**src/verilog/col_pkg.sv**
```systemverilog
package col_pkg;

   // ****************************************************************
   // Register bus geometry.
   // ****************************************************************
   localparam int COL_ADDR_W = 4;
   localparam int COL_DATA_W = 8;

   // ****************************************************************
   // Register offsets.
   // ****************************************************************
   localparam logic [COL_ADDR_W-1:0] COL_OFS_SYNC_GATE = 4'h0;
   localparam logic [COL_ADDR_W-1:0] COL_OFS_LATCH_CTRL = 4'h1;

   // ****************************************************************
   // Synchronised gate control register fields.
   // ****************************************************************
   localparam int COL_SG_MIRROR1 = 7;
   localparam int COL_SG_MIRROR2 = 6;
   localparam int COL_SG_REF1 = 5;
   localparam int COL_SG_REF2 = 4;
   localparam int COL_SG_GATE_SEL = 1;
   localparam int COL_SG_SYNC_EN = 0;
   localparam logic [COL_DATA_W-1:0] COL_SG_RESET = 8'h02;
   localparam logic [COL_DATA_W-1:0] COL_SG_WMASK = 8'h33;

   // ****************************************************************
   // Latch control register fields.
   // ****************************************************************
   localparam int COL_LC_SEL_HI = 7;
   localparam int COL_LC_SEL_LO = 6;
   localparam int COL_LC_SET_EN = 5;
   localparam int COL_LC_RST_EN = 4;
   localparam int COL_LC_SET_PULSE = 3;
   localparam int COL_LC_RST_PULSE = 2;
   localparam int COL_LC_FIXED_REF = 0;
   localparam logic [COL_DATA_W-1:0] COL_LC_RESET = 8'h00;
   localparam logic [COL_DATA_W-1:0] COL_LC_WMASK = 8'hf1;

   // ****************************************************************
   // Output multiplexer selections.
   // ****************************************************************
   localparam logic [1:0] COL_SEL_COMPARATORS = 2'h0;

   // ****************************************************************
   // Synchroniser depth for pins and foreign clocks.
   // ****************************************************************
   localparam int COL_SYNC_STAGES = 2;

endpackage

```
**src/verilog/col_sr_latch.sv**
```systemverilog
`timescale 1ns/1ps

module col_sr_latch (
   // Clock, reset and enable.
   input wire logic clk,
   input wire logic rst,
   input wire logic ce,
   // Latch inputs, both active high.
   input wire logic setIn,
   input wire logic resetIn,
   // Latch state.
   output logic q
);
   import col_pkg::*;

   logic q_ff;

   // The element follows input levels; a reset level always beats a set level.
   always_ff @(posedge clk) begin
      if (rst) begin
         q_ff <= 1'b0;
      end else if (ce) begin
         if (resetIn) begin
            q_ff <= 1'b0;
         end else if (setIn) begin
            q_ff <= 1'b1;
         end
      end
   end

   assign q = q_ff;

   a_reset_dominant: assert property (@(posedge clk) disable iff (rst)
      (ce && resetIn) |=> !q_ff)
      else $error("latch not reset while reset input high");

   a_latch_set_hold: assert property (@(posedge clk) disable iff (rst)
      (ce && setIn && !resetIn) |=> q_ff)
      else $error("latch not set by lone set input");

   c_latch_set: cover property (@(posedge clk) disable iff (rst) !q_ff ##1 q_ff);

endmodule

```
**src/verilog/col_comparator_logic.sv**
```systemverilog
// The plain strobed port and the placing of the registers were chosen for this implementation.
`timescale 1ns/1ps

module col_comparator_logic #(
   parameter int SYNC_STAGES = col_pkg::COL_SYNC_STAGES
) (
   // Clock, reset and enable.
   input wire logic clk,
   input wire logic rst,
   input wire logic ce,
   // Register port.
   input wire logic [col_pkg::COL_ADDR_W-1:0] addr,
   input wire logic [col_pkg::COL_DATA_W-1:0] wdata,
   input wire logic wr,
   input wire logic rd,
   output logic [col_pkg::COL_DATA_W-1:0] rdata,
   // Comparator outputs and pins from outside the clock domain.
   input wire logic firstComparatorOutput,
   input wire logic secondComparatorOutput,
   input wire logic externalTimerGatePin,
   input wire logic prescaledTimerClock,
   // Timer control levels from the timer block.
   input wire logic timerOn,
   input wire logic timerGateEnable,
   // Port control levels.
   input wire logic portDirectionBit1,
   input wire logic portDirectionBit2,
   input wire logic comparatorPinOutputEnable1,
   input wire logic comparatorPinOutputEnable2,
   // Timer side results.
   output logic timerGateSource,
   output logic timerCountEnable,
   output logic timerIncrement,
   output logic synchronizedSecondComparatorOutput,
   // Reference routing.
   output logic firstComparatorReferenceSelect,
   output logic secondComparatorReferenceSelect,
   output logic fixedReferenceEnable,
   // Comparator output pins; enables are low while driving.
   output logic pinOut1,
   output logic pinOut2,
   output logic pinOeN1,
   output logic pinOeN2,
   // Latch state.
   output logic latchQ
);
   import col_pkg::*;

   // A chain shorter than two stages would let a metastable level reach logic.
   if (SYNC_STAGES < 2) begin : g_bad_stages
      $error("SYNC_STAGES must be at least 2");
   end

   // ****************************************************************
   // Input synchronisers.
   // ****************************************************************
   localparam int NUM_SYNC = 4;

   logic [NUM_SYNC-1:0] asyncIn;
   logic [NUM_SYNC-1:0] syncOut;

   assign asyncIn = {prescaledTimerClock, externalTimerGatePin,
                     secondComparatorOutput, firstComparatorOutput};

   // Each input gets its own chain; only the last stage is read by logic.
   genvar gi;
   generate
      for (gi = 0; gi < NUM_SYNC; gi++) begin : g_sync
         logic [SYNC_STAGES-1:0] chain_ff;
         always_ff @(posedge clk) begin
            if (rst) begin
               chain_ff <= '0;
            end else if (ce) begin
               chain_ff <= {chain_ff[SYNC_STAGES-2:0], asyncIn[gi]};
            end
         end
         assign syncOut[gi] = chain_ff[SYNC_STAGES-1];
      end
   endgenerate

   logic c1Level, c2Level, gatePinLevel, tmrClkLevel;

   assign c1Level = syncOut[0];
   assign c2Level = syncOut[1];
   assign gatePinLevel = syncOut[2];
   assign tmrClkLevel = syncOut[3];

   // ****************************************************************
   // Control registers.
   // ****************************************************************
   logic [COL_DATA_W-1:0] syncGate_ff;
   logic [COL_DATA_W-1:0] latchCtrl_ff;
   logic setPulse_ff, resetPulse_ff;
   logic wrSyncGate, wrLatchCtrl;

   assign wrSyncGate = wr && (addr == COL_OFS_SYNC_GATE);
   assign wrLatchCtrl = wr && (addr == COL_OFS_LATCH_CTRL);

   // Only writable bits are stored; mirror and unused positions stay zero.
   always_ff @(posedge clk) begin
      if (rst) begin
         syncGate_ff <= COL_SG_RESET;
      end else if (ce && wrSyncGate) begin
         syncGate_ff <= wdata & COL_SG_WMASK;
      end
   end

   // The select field is stored here only, so comparator enables cannot touch it.
   always_ff @(posedge clk) begin
      if (rst) begin
         latchCtrl_ff <= COL_LC_RESET;
      end else if (ce && wrLatchCtrl) begin
         latchCtrl_ff <= wdata & COL_LC_WMASK;
      end
   end

   // A written one fires a single cycle pulse; nothing has to clear it.
   always_ff @(posedge clk) begin
      if (rst) begin
         setPulse_ff <= 1'b0;
         resetPulse_ff <= 1'b0;
      end else if (ce) begin
         setPulse_ff <= wrLatchCtrl && wdata[COL_LC_SET_PULSE];
         resetPulse_ff <= wrLatchCtrl && wdata[COL_LC_RST_PULSE];
      end
   end

   // ****************************************************************
   // Read path.
   // ****************************************************************
   logic [COL_DATA_W-1:0] nxt_rdata;
   logic [COL_DATA_W-1:0] rdata_ff;

   // Reads have no side effect, so the mismatch state outside is never disturbed.
   always_comb begin
      nxt_rdata = '0;
      if (addr == COL_OFS_SYNC_GATE) begin
         nxt_rdata = syncGate_ff;
         nxt_rdata[COL_SG_MIRROR1] = c1Level;
         nxt_rdata[COL_SG_MIRROR2] = c2Level;
      end else if (addr == COL_OFS_LATCH_CTRL) begin
         nxt_rdata = latchCtrl_ff;
      end
   end

   always_ff @(posedge clk) begin
      if (rst) begin
         rdata_ff <= '0;
      end else if (ce) begin
         rdata_ff <= rd ? nxt_rdata : '0;
      end
   end

   assign rdata = rdata_ff;

   // ****************************************************************
   // Timer clock edges and second comparator synchroniser.
   // ****************************************************************
   logic tmrClkPrev_ff;
   logic tmrFall, tmrRise;
   logic c2Captured_ff;
   logic c2SyncPath;

   // The clock seen here is already past the prescaler.
   always_ff @(posedge clk) begin
      if (rst) begin
         tmrClkPrev_ff <= 1'b0;
      end else if (ce) begin
         tmrClkPrev_ff <= tmrClkLevel;
      end
   end

   assign tmrFall = tmrClkPrev_ff && !tmrClkLevel;
   assign tmrRise = !tmrClkPrev_ff && tmrClkLevel;

   // Capturing on the falling edge keeps the value still while the timer counts.
   always_ff @(posedge clk) begin
      if (rst) begin
         c2Captured_ff <= 1'b0;
      end else if (ce && tmrFall) begin
         c2Captured_ff <= c2Level;
      end
   end

   assign c2SyncPath = syncGate_ff[COL_SG_SYNC_EN] ? c2Captured_ff : c2Level;

   // ****************************************************************
   // Timer gate and increment.
   // ****************************************************************
   logic gate_ff;
   logic countEn_ff;
   logic incr_ff;
   logic syncC2_ff;
   logic nxt_gate;
   logic nxt_countEn;

   assign nxt_gate = syncGate_ff[COL_SG_GATE_SEL] ? gatePinLevel : c2SyncPath;
   assign nxt_countEn = timerOn && (!timerGateEnable || nxt_gate);

   // Increments are issued on the rising edge only, away from the capture edge.
   always_ff @(posedge clk) begin
      if (rst) begin
         gate_ff <= 1'b0;
         countEn_ff <= 1'b0;
         incr_ff <= 1'b0;
         syncC2_ff <= 1'b0;
      end else if (ce) begin
         gate_ff <= nxt_gate;
         countEn_ff <= nxt_countEn;
         incr_ff <= tmrRise && nxt_countEn;
         syncC2_ff <= c2SyncPath;
      end
   end

   assign timerGateSource = gate_ff;
   assign timerCountEnable = countEn_ff;
   assign timerIncrement = incr_ff;
   assign synchronizedSecondComparatorOutput = syncC2_ff;

   // ****************************************************************
   // References come straight from register flops.
   // ****************************************************************
   assign firstComparatorReferenceSelect = syncGate_ff[COL_SG_REF1];
   assign secondComparatorReferenceSelect = syncGate_ff[COL_SG_REF2];
   assign fixedReferenceEnable = latchCtrl_ff[COL_LC_FIXED_REF];

   // ****************************************************************
   // Latch and output multiplexers.
   // ****************************************************************
   logic latchSet;
   logic latchReset;
   logic q;
   logic out1_ff, out2_ff, oeN1_ff, oeN2_ff;

   assign latchSet = (latchCtrl_ff[COL_LC_SET_EN] && c1Level) || setPulse_ff;
   assign latchReset = (latchCtrl_ff[COL_LC_RST_EN] && c2Level) || resetPulse_ff;

   col_sr_latch col_sr_latch_i (
      .clk(clk),
      .rst(rst),
      .ce(ce),
      .setIn(latchSet),
      .resetIn(latchReset),
      .q(q)
   );

   assign latchQ = q;

   // Low select bit swaps the first path to Q, high bit the second to inverted Q.
   always_ff @(posedge clk) begin
      if (rst) begin
         out1_ff <= 1'b0;
         out2_ff <= 1'b0;
      end else if (ce) begin
         out1_ff <= latchCtrl_ff[COL_LC_SEL_LO] ? q : c1Level;
         out2_ff <= latchCtrl_ff[COL_LC_SEL_HI] ? !q : c2Level;
      end
   end

   // A pin drives only with its direction bit clear and its enable set.
   always_ff @(posedge clk) begin
      if (rst) begin
         oeN1_ff <= 1'b1;
         oeN2_ff <= 1'b1;
      end else if (ce) begin
         oeN1_ff <= !(!portDirectionBit1 && comparatorPinOutputEnable1);
         oeN2_ff <= !(!portDirectionBit2 && comparatorPinOutputEnable2);
      end
   end

   assign pinOut1 = out1_ff;
   assign pinOut2 = out2_ff;
   assign pinOeN1 = oeN1_ff;
   assign pinOeN2 = oeN2_ff;

   // ****************************************************************
   // Checks.
   // ****************************************************************
   a_gate_source_mux: assert property (@(posedge clk) disable iff (rst)
      ce |=> (gate_ff == ($past(syncGate_ff[COL_SG_GATE_SEL]) ? $past(gatePinLevel)
                                                               : $past(c2SyncPath))))
      else $error("gate source does not follow select");
   a_count_enable_gate: assert property (@(posedge clk) disable iff (rst)
      (ce && timerOn && timerGateEnable && !nxt_gate) |=> !countEn_ff && !incr_ff)
      else $error("timer counted while gate closed");
   a_sync_holds_value: assert property (@(posedge clk) disable iff (rst)
      (ce && !tmrFall) |=> $stable(c2Captured_ff))
      else $error("captured value moved without falling edge");
   a_async_pass: assert property (@(posedge clk) disable iff (rst)
      (ce && !syncGate_ff[COL_SG_SYNC_EN]) |=> (syncC2_ff == $past(c2Level)))
      else $error("unsynchronised path not passing through");
   a_increment_rising: assert property (@(posedge clk) disable iff (rst)
      (incr_ff && $past(ce)) |-> $past(tmrRise))
      else $error("increment without rising timer edge");
   a_mirror_read: assert property (@(posedge clk) disable iff (rst)
      (ce && rd && addr == COL_OFS_SYNC_GATE) |=>
      (rdata_ff[7:6] == {$past(c1Level), $past(c2Level)}))
      else $error("mirror bits wrong");
   a_unused_zero: assert property (@(posedge clk) disable iff (rst)
      (ce && rd && addr == COL_OFS_SYNC_GATE) |=> (rdata_ff[3:2] == 2'h0))
      else $error("unused bits not zero");
   a_pulse_one_shot: assert property (@(posedge clk) disable iff (rst)
      (ce && wrLatchCtrl && wdata[COL_LC_SET_PULSE])
      ##1 (ce && !(wrLatchCtrl && wdata[COL_LC_SET_PULSE])) |=> !setPulse_ff)
      else $error("set pulse did not clear itself");
   a_pin_enable: assert property (@(posedge clk) disable iff (rst)
      (ce && portDirectionBit1) |=> oeN1_ff)
      else $error("pin driven with direction set to input");
   a_reset_default: assert property (@(posedge clk)
      ($past(rst) && !rst) |-> (latchCtrl_ff[COL_LC_SEL_HI:COL_LC_SEL_LO] == COL_SEL_COMPARATORS))
      else $error("select not defaulted after reset");

   c_sync_capture: cover property (@(posedge clk) disable iff (rst)
      syncGate_ff[COL_SG_SYNC_EN] && tmrFall);
   c_increment: cover property (@(posedge clk) disable iff (rst) incr_ff);
   c_latched_pin: cover property (@(posedge clk) disable iff (rst)
      latchCtrl_ff[7:6] == 2'h3 && !oeN1_ff);

endmodule

```
**config.mk**
```make
export PLATFORM = sky130hd
export DESIGN_NAME = col_comparator_logic
export DESIGN_NICKNAME = d
export VERILOG_FILES = /design/src/verilog/col_pkg.sv /design/src/verilog/col_sr_latch.sv /design/src/verilog/col_comparator_logic.sv
export SDC_FILE = /design/constraint.sdc
export NUM_CORES = 1
export LEC_CHECK = 0
export BUFFER_PORTS_ARGS = -buffer_cell sky130_fd_sc_hd__buf_2
export CORE_MARGIN = 1
export CORE_UTILIZATION = 39
export CTS_CLUSTER_SIZE = 20
export DETAILED_ROUTE_END_ITERATION = 16
export HOLD_SLACK_MARGIN = 0.05
export REMOVE_ABC_BUFFERS = 1
export SLEW_MARGIN = 10
export SYNTH_ARGS = -nofsm -noshare
export SYNTH_HDL_FRONTEND = slang
export SYNTH_SLANG_ARGS = --single-unit
```
**constraint.sdc**
```tcl
create_clock -name clk -period 2.55 [get_ports clk]
set_input_delay 0.1275 -clock clk [delete_from_list [all_inputs] [get_ports clk]]
set_output_delay 0.1275 -clock clk [all_outputs]
set_load 0.005 [all_outputs]
```
* After elaboration in Yosys (flattened, before gate mapping)
Index checks and enable logic that the tools add are counted.
** Storage, ports and cells
- Output and inout bits :: 20
- Memory bits (read-only) :: 0
- Input port bits :: 27
- Memories kept :: 0
- Memory bits (writable) :: 0
- Latch bits :: 0
- Flip-flop bits (word level) :: 38
** Operators by class
- Divide/modulo/power cells :: 0
- Magnitude comparators :: 0
- Equality and inequality tests :: 1
- Reduce and logical (&&, ||, !) cells :: 29
- Add/sub/neg operators :: 0
- $mul :: 0
- Mux-type cells :: 9
- Shifts and indexed selects :: 0
- Bitwise gates (word level) :: 0
** Operator list (number)
- $mux W8 :: 3
- $logic_and A1 B1 Y1 :: 15
- $logic_not A1 Y1 :: 8
- $mux W1 :: 6
- $eq A4 B1 Y1 const B :: 1
- $logic_not A4 Y1 :: 1
- $logic_or A1 B1 Y1 :: 3
- $reduce_and A2 Y1 :: 1
- $reduce_bool A2 Y1 :: 1

* Depth between registers and ports, before layout
Gate-level depths: netlist of the first run.
- Depth after elaboration :: 5
- Mapped depth :: 6
- Gate-level depth less buffers :: 3

* Hierarchy
From an unflattened synthesis of the first run, not the netlist that was laid out.
** Unflattened totals
- Cell total of the unflattened synthesis :: 160
- Area total of the unflattened synthesis :: 1503.9 um2
** Modules (own cells, without submodules)
- col_comparator_logic :: instances 1, cells each 157, seq. area each 700.7 um2, area an instance 1471.4 um2
- col_sr_latch :: instances 1, cells each 3, seq. area each 20.0 um2, area an instance 32.5 um2

* Worst setup path before layout of the first run
OpenSTA, ideal clock, no wires.
- Path type :: in2reg
- Start :: input ce
- End :: register latchCtrl_ff[0]
- Cell stages on the path :: 5
- Arrival :: 0.992 ns
- Path slack :: 1.487 ns
- Library setup time :: 0.072 ns
- Buffers on the path :: 2
- Cells stage by stage :: buf_4 nor4b_4 and3_1 buf_4 mux2i_1
** On the way
- Longest elaborated chain between the ends :: 1
** Ends and longest elaborated chain
- start, declared :: RTL line col_comparator_logic.sv:10 : input wire logic ce,
- $logic_and A1 B1 Y1 :: RTL line col_comparator_logic.sv:112 : end else if (ce && wrLatchCtrl) begin
- end signal, assigned :: RTL line col_comparator_logic.sv:113 : latchCtrl_ff <= wdata & COL_LC_WMASK;
- end, declared :: RTL line col_comparator_logic.sv:92 : logic [COL_DATA_W-1:0] latchCtrl_ff;
Every way passes these cells.
A chain may end at the register's enable or synchronous reset.

* Worst setup path after layout of the first run
- Start :: input ce
- End :: register latchCtrl_ff[5]
Same word-level chain as after synthesis.

==> results of run 1 <==
worst max-delay path, cell delays in order:
cell and delay (ps):
buf_2 280, nor4b_4 350, and3_1 440, mux2i_1 230
layer usage:
layer  share of wire [%]  GRT usage, %
met5                   0             0
met3                 7.4          6.61
met2                  43          25.9
met4                 1.6          7.50
met1                  48          21.2
how the worst min path moves through the flow:
stage,end,depth (start not counted),startpoint
finish,resetPulse_ff$_SDFFE_PP0P_,2,wdata[2]
global route,resetPulse_ff$_SDFFE_PP0P_,2,wdata[2]
CTS,resetPulse_ff$_SDFFE_PP0P_,2,wdata[2]
detailed placement,resetPulse_ff$_SDFFE_PP0P_,2,wdata[2]
global placement,setPulse_ff$_SDFFE_PP0P_,2,wdata[3]
floorplan,rdata[1]$_SDFFE_PP0P_,1,rst
state kept, by name (all words and copies together), names as in the netlist:
name	count
g_sync.chain_ff	8
rdata	6
latchCtrl_ff	5
syncGate_ff	4
c2Captured_ff	1
col_sr_latch_i.q	1
pinOeN1	1
pinOeN2	1
pinOut1	1
pinOut2	1
resetPulse_ff	1
setPulse_ff	1
synchronizedSecondComparatorOutput	1
timerCountEnable	1
timerGateSource	1
timerIncrement	1
tmrClkPrev_ff	1
cell families after synthesis:
family,share of synthesized area (%)
buffers and inverters,5.48
other,0.249
and+or+nand+nor,18.4
muxes,18.4
DFF,47.8
AOI/OAI and AO/OA,9.72
layout make-up:
cell class / count / share of cell area [%]
clock buffer: 6 / 4.51
clock inverter: 2 / 0.547
inverter: 4 / 0.820
multi-input combinational: 108 / 38.6
sequential: 36 / 39.4
tap: 48 / 3.28
timing repair buffer: 46 / 12.9
where the power goes:
part / internal, mW / total [mW] / switching (mW)
sequential: 0.575 / 0.582 / 0.00749
combinational: 0.0399 / 0.0877 / 0.0479
clock: 0.215 / 0.416 / 0.200
total: 0.830 / 1.09 / 0.256
cell usage after synthesis (3+ instances only):
library cell	instances	area share, %
and3_1	3	1.2
mux2_2	5	3.7
dfxtp_1	36	48
nor2_1	18	4.5
a211oi_1	3	1.5
nand2_1	23	5.7
nand3_1	4	1.3
a21oi_1	8	2.7
inv_1	4	1.0
buf_2	3	1.0
clkbuf_1	6	1.5
buf_4	4	2.0
mux2i_1	22	15
o21ai_0	4	1.3
nand3b_1	4	2.0
==> key figures, run 1 <==
Run status
  • Status: finished clean

Cells and area
  • Finished Cell Area: ~1800 sq um
  • # nets final: 228
  • Commonest non-fill, non-tap cell in the layout: buf_2
  • Final design utilization: 49.6%
  • Ant diodes: 0
  • Post-Layout Cell Count: 250
  • Footprint of the multi-input gates: 707 sq um
  • Fillcell total: 346
  • Share of layout cells above drive strength 1: 29.7%
  • P&R area growth vs syn: 21.5%
  • Sequential cell area: 721 sq um
  • Commonest cells after routing, fill and taps aside: 44 x buf_2, 36 x dfxtp_1, 23 x nand2_1

Timing
  • Fmax: just over 800 MHz
  • Clk_skew: 3.03 ps
  • Crit path time final: 1220 ps
  • Fin. max-slew vios: 0
  • Worst-Margin Slew: between 600 and 700 ps
  • Max_slew headroom: 55.4%
  • Final hold violations: 0
  • Final Setup Violations: 0
  • Hold WS: approximately 56 ps
  • Final worst setup slack: around 1300 ps
  • Fin crit share: 47.8%
  • RSZ-0062 raised after global routing: false
  • Setup TNS: 0 ps

Setup path
  • Worst flop-to-flop path startpoint: g_sync[1].chain_ff[1]$_SDFFE_PP0P_
  • R2r worst-path depth: 3
  • Critical Path RT: 2770 ps
  • Crit path from: ce
  • CP Launch Type: primary input
  • WP data arrival: 1440 ps
  • Crit end category: register
  • R2R setup slack: 1420 ps
  • CP endpoint: latchCtrl_ff[5]$_SDFFE_PP0P_
  • Kind of critical path: in -> reg
  • Worst-path fanout max: 14
  • Reg2reg end: timerIncrement$_SDFFE_PP0P_

Synthesis
  • Syn Inst Count: 160
  • Flop and latch count out of synthesis: 36
  • Synth Flop Type: dfxtp_1
  • Yosys warnings: 0
  • Asr flop ratio synth: 0%
  • Sequential area share after synthesis: 47.8%
  • Synthesized area per cell: about 9.4 sq um
  • Mapped Area: 1510 sq um
  • Number of distinct library cells after synthesis: 25
  • Post-synth EDFFs: 0

Placement
  • GP Congestion: 0.744
  • DP HPWL: approximately 2300 microns
  • Area post-placement: 1740 sq um
  • Total placed cells including tap cells: 242
  • Post-place setup slack: 1030 ps
  • I/O Buffers: 44

Clock network
  • Postcts setup bufs: 0
  • Clock buffer depth: 2
  • CTS Hold Bufs: 0
  • Clock-pin slew on the worst setup and hold paths: roughly 70 ps
  • # resized after CTS: 0
  • Clk Latency, worst-skew pair: about 290 ps
  • Clk sinks: 36
  • Clock root buffer: clkbuf_8
  • CTS tree: done
  • Total CTS buffers: 5
  • H-tree Lvls: 2

Route
  • Final ANT Viol Nets: 0
  • DRC: 0
  • Iter 0 DRT Violations: 37
  • Detailed Routing Iterations Pass 1: 4
  • Vias/cell: 4.93
  • Avg WL per Cell: 12.8 microns
  • Final WL: 3190 microns
  • Vias: 1233

Die
  • FP Rows: 22
  • Core area: 3690 sq um
  • Die width: 64.2 microns
  • DIE AREA: 4120 sq um
  • IO Count: 47
  • Initial Util: 40.8%
  • Die H: roughly 64 microns

Power
  • Power Total: ~1.1 mW
  • Pwr/cell area: 593 nW/um^2
  • Worst IR Drop VDD: 0.359 mV
  • Pleak: about 0.85 nW

GRT
  • Total congestion overflow: 0
  • Gr usage total: 17.0%
  • Antenna violations before repair: 0
  • Pin count of the biggest net entering global routing: 25
  • Vias in the first global route: 1155
  • First-pass GRT wire length: ~5200 microns

Run
  • Max cap viols: 0

Min path
  • Worst hold path type: in -> reg
(Power assumes the default switching activity.)
==> run 2: changes to the inputs <==
ABC_AREA = 1   (was not set)
PLACE_DENSITY = 0.66   (was not set)
clock period = 1.1 ns   (was 2.55 ns; I/O delays follow)
==> run 2 against run 1 <==
Net effect: sequential power up 140%; final cell count up 18%; worst hold slack worse by 10 ps; setup slack worse by 1200 ps; total power up 140%; die area down 1.8%; clock skew up 0.59 ps; critical path type is now reg -> reg; synthesized area down 1.9%; sequential cell count unchanged.
==> key figures, run 2 <==
Run status
  • Status: finished clean

Die
  • IO Count: 47 (unchanged)
  • Die width: 63.6 microns (-0.93%)
  • Core area: 3470 sq um (-6.0%)
  • Die H: 63.6 microns (-0.93%)
  • Initial Util: 42.6% (+1.8 points)
  • FP Rows: 21 (-4.5%)
  • DIE AREA: 4040 sq um (-1.8%)

Cells and area
  • Commonest non-fill, non-tap cell in the layout: buf_2
  • Fillcell total: 334 (-3.5%)
  • Share of layout cells above drive strength 1: 26.4% (-3.3 points)
  • Ant diodes: 0 (unchanged)
  • Footprint of the multi-input gates: 643 sq um (-9.0%)
  • Most flops, register: g_sync.chain_ff
  • Commonest cells after routing, fill and taps aside: 44 x buf_2, 36 x dfxtp_1, 26 x nor2_1
  • Final design utilization: 56.6% (+6.9 points)
  • Sequential cell area: 721 sq um (unchanged)
  • Finished Cell Area: 1960 sq um (+7.2%)
  • # nets final: 276 (+21%)
  • Max reg flops: 8 (unchanged)
  • P&R area growth vs syn: 32.8%
  • Post-Layout Cell Count: 296 (+18%)

Synthesis
  • Syn Inst Count: 189 (+18%)
  • Number of distinct library cells after synthesis: 25 (unchanged)
  • Top cells by count, synth: 36 x dfxtp_1, 26 x nor2_1, 25 x nand2_1
  • Yosys warnings: 0 (unchanged)
  • Count leader, synth: dfxtp_1
  • Asr flop ratio synth: 0% (unchanged)
  • Mapped Area: 1480 sq um (-1.9%)
  • Cell taking the most area after synthesis: dfxtp_1
  • Synth Flop Type: dfxtp_1
  • Top cells by area, synth: dfxtp_1 49%, o21ai_0 8.1%, nor2_1 6.6%
  • Sequential area share after synthesis: 48.8% (+0.93 points)
  • Post-synth EDFFs: 0 (unchanged)
  • Synthesized area per cell: 7.82 sq um (-17%)
  • Area share of the largest cell type after synthesis: 48.8% (+0.93 points)
  • Flop and latch count out of synthesis: 36 (unchanged)

Placement
  • I/O Buffers: 44 (unchanged)
  • DP HPWL: 2390 microns (+5.4%)
  • GP Congestion: 0.785 (+5.6%)
  • Area post-placement: 1730 sq um (-0.36%)
  • Total placed cells including tap cells: 274 (+13%)

Timing
  • Setup TNS: 0 ps (unchanged)
  • RSZ-0062 raised after global routing: false
  • Fin. max-slew vios: 0 (unchanged)
  • Final hold violations: 0 (unchanged)
  • Clk_skew: 3.62 ps (+0.590 ps)
  • Final Setup Violations: 0 (unchanged)
  • Fmax: 1020 MHz
  • Fin crit share: between 80% and 90%
  • Crit path time final: 980 ps

Setup path
  • Crit path from: syncGate_ff[0]$_SDFFE_PP0P_
  • WP data arrival: 1200 ps (-240 ps)
  • Crit end category: register
  • R2R setup slack: 120 ps (-1300 ps)
  • R2r worst-path depth: 6 (+3)
  • Worst flop-to-flop path startpoint: syncGate_ff[0]$_SDFFE_PP0P_
  • Kind of critical path: reg -> reg
  • Critical Path RT: 1320 ps (-1450 ps)
  • Reg2reg end: timerIncrement$_SDFFE_PP0P_
  • Worst-path fanout max: 3 (-11)
  • CP Launch Type: register

GRT
  • Total congestion overflow: 0 (unchanged)
  • Gr usage total: 18.8% (+1.8 points)
  • Vias in the first global route: 1271 (+10%)
  • First-pass GRT wire length: 5870 microns (+12%)
  • Pin count of the biggest net entering global routing: 26 (+4.0%)
  • Antenna violations before repair: 0 (unchanged)

Route
  • Vias/cell: 4.73 (-4.2%)
  • Avg WL per Cell: 11.3 microns (-11%)
  • Final WL: 3350 microns (+5.1%)
  • DRC: 0 (unchanged)
  • Detailed Routing Iterations Pass 1: 4 (unchanged)
  • Final ANT Viol Nets: 0 (unchanged)
  • Vias: 1399 (+13%)
  • Iter 0 DRT Violations: 97 (+160%)

Clock network
  • Clk sinks: 36 (unchanged)
  • Clock root buffer: clkbuf_8
  • Clk Latency, worst-skew pair: 280 ps (about the same)
  • Clock buffer depth: 2 (unchanged)
  • CTS tree: done
  • H-tree Lvls: 2 (unchanged)
  • Postcts setup bufs: 0 (unchanged)
  • Total CTS buffers: 5 (unchanged)
  • Clock-pin slew on the worst setup and hold paths: 70 ps (about the same)

Power
  • Worst IR Drop VDD: 0.972 mV (+170%)
  • Pleak: 0.902 nW (+6.5%)
  • Pwr/cell area: 1320 nW/um^2 (+120%)

Min path
  • Worst hold path type: in -> reg
  • Hold path cells: 4 (+2)
  • Hold EP: pinOeN1$_SDFFE_PP1P_
  • HP Start: comparatorPinOutputEnable1

Run
  • Max cap viols: 0 (unchanged)
-- run 2: changes by cell type in the layout (fill, tap and decap cells not counted), sizes merged, moves of 3 or more --
cell / change
o21ai: +24
nor2: +14
o211ai: +3
and3: -3
a21oi: +11
inv: +14
nand2: +5
mux2: -5
nand3b: -4
mux2i: -22
a31oi: +3
dlygate4sd3: +14
-- run 2: how the worst max path moves through the flow --
stage | end | slack, ps
CTS | timerCountEnable$_SDFFE_PP0P_ | 110
global placement | pinOut2$_SDFFE_PP0P_ | 70
floorplan | timerIncrement$_SDFFE_PP0P_ | 260
detailed placement | rdata[7]$_SDFFE_PP0P_ | 90
finish | timerIncrement$_SDFFE_PP0P_ | 120
global route | timerIncrement$_SDFFE_PP0P_ | 20
-- run 2: area by class of cell --
| cell class | instances | share of cell area (%) |
|---|---|---|
| inverter | 18 | 3.44 |
| multi-input combinational | 127 | 32.8 |
| tap | 46 | 2.93 |
| sequential | 36 | 36.7 |
| timing repair buffer | 61 | 19.5 |
| clock buffer | 8 | 4.59 |
-- run 2: power by group --
group | internal (mW) | switching, mW | total, mW
logic | 0.129 | 0.148 | 0.277
clock network | 0.510 | 0.440 | 0.951
registers | 1.35 | 0.0236 | 1.37
total | 1.99 | 0.612 | 2.60
-- run 2: kinds of logic (layout without fill, tap and decap cells) --
logic type      after synthesis  in the layout  share of synthesized area (%)
flops                        36             36                           48.8
simple gates                 69             69                           22.6
other cells                   1              2                          0.254
compound gates               56             56                           20.4
buf+inv                      27             87                           7.96
-- run 2: per-layer routing --
layer	track usage [%]	vias up	share of wire, %
li1	-	741	-
met1	24.7	607	49
met4	6.82	0	1.7
met5	0	-	0
met2	29.4	43	44
met3	4.89	8	5.1
-- run 2: per-stage QoR --
step	worst slack [ps]	power [mW]	hold slack, ps
after floorplan	260	1.52	124
after global placement	74.0	1.64	278
after detailed placement	94.1	1.64	280
after CTS	115	2.61	55.9
after global routing	19.7	2.74	83.2
final	120	2.60	45.7
-- run 2: what timing repair did --
item | in CTS | in global routing
resized for setup | 0 | 0
hold endpoints to repair | 15 | 0
hold buffers | 14 | 0
-- run 2: critical path, stage by stage, from the launching register on --
cell and delay (ps):
dfxtp_1 370, inv_1 70, nand2_1 100, nand3_1 100, nand3_1 100, nand3_1 70, a21oi_1 110
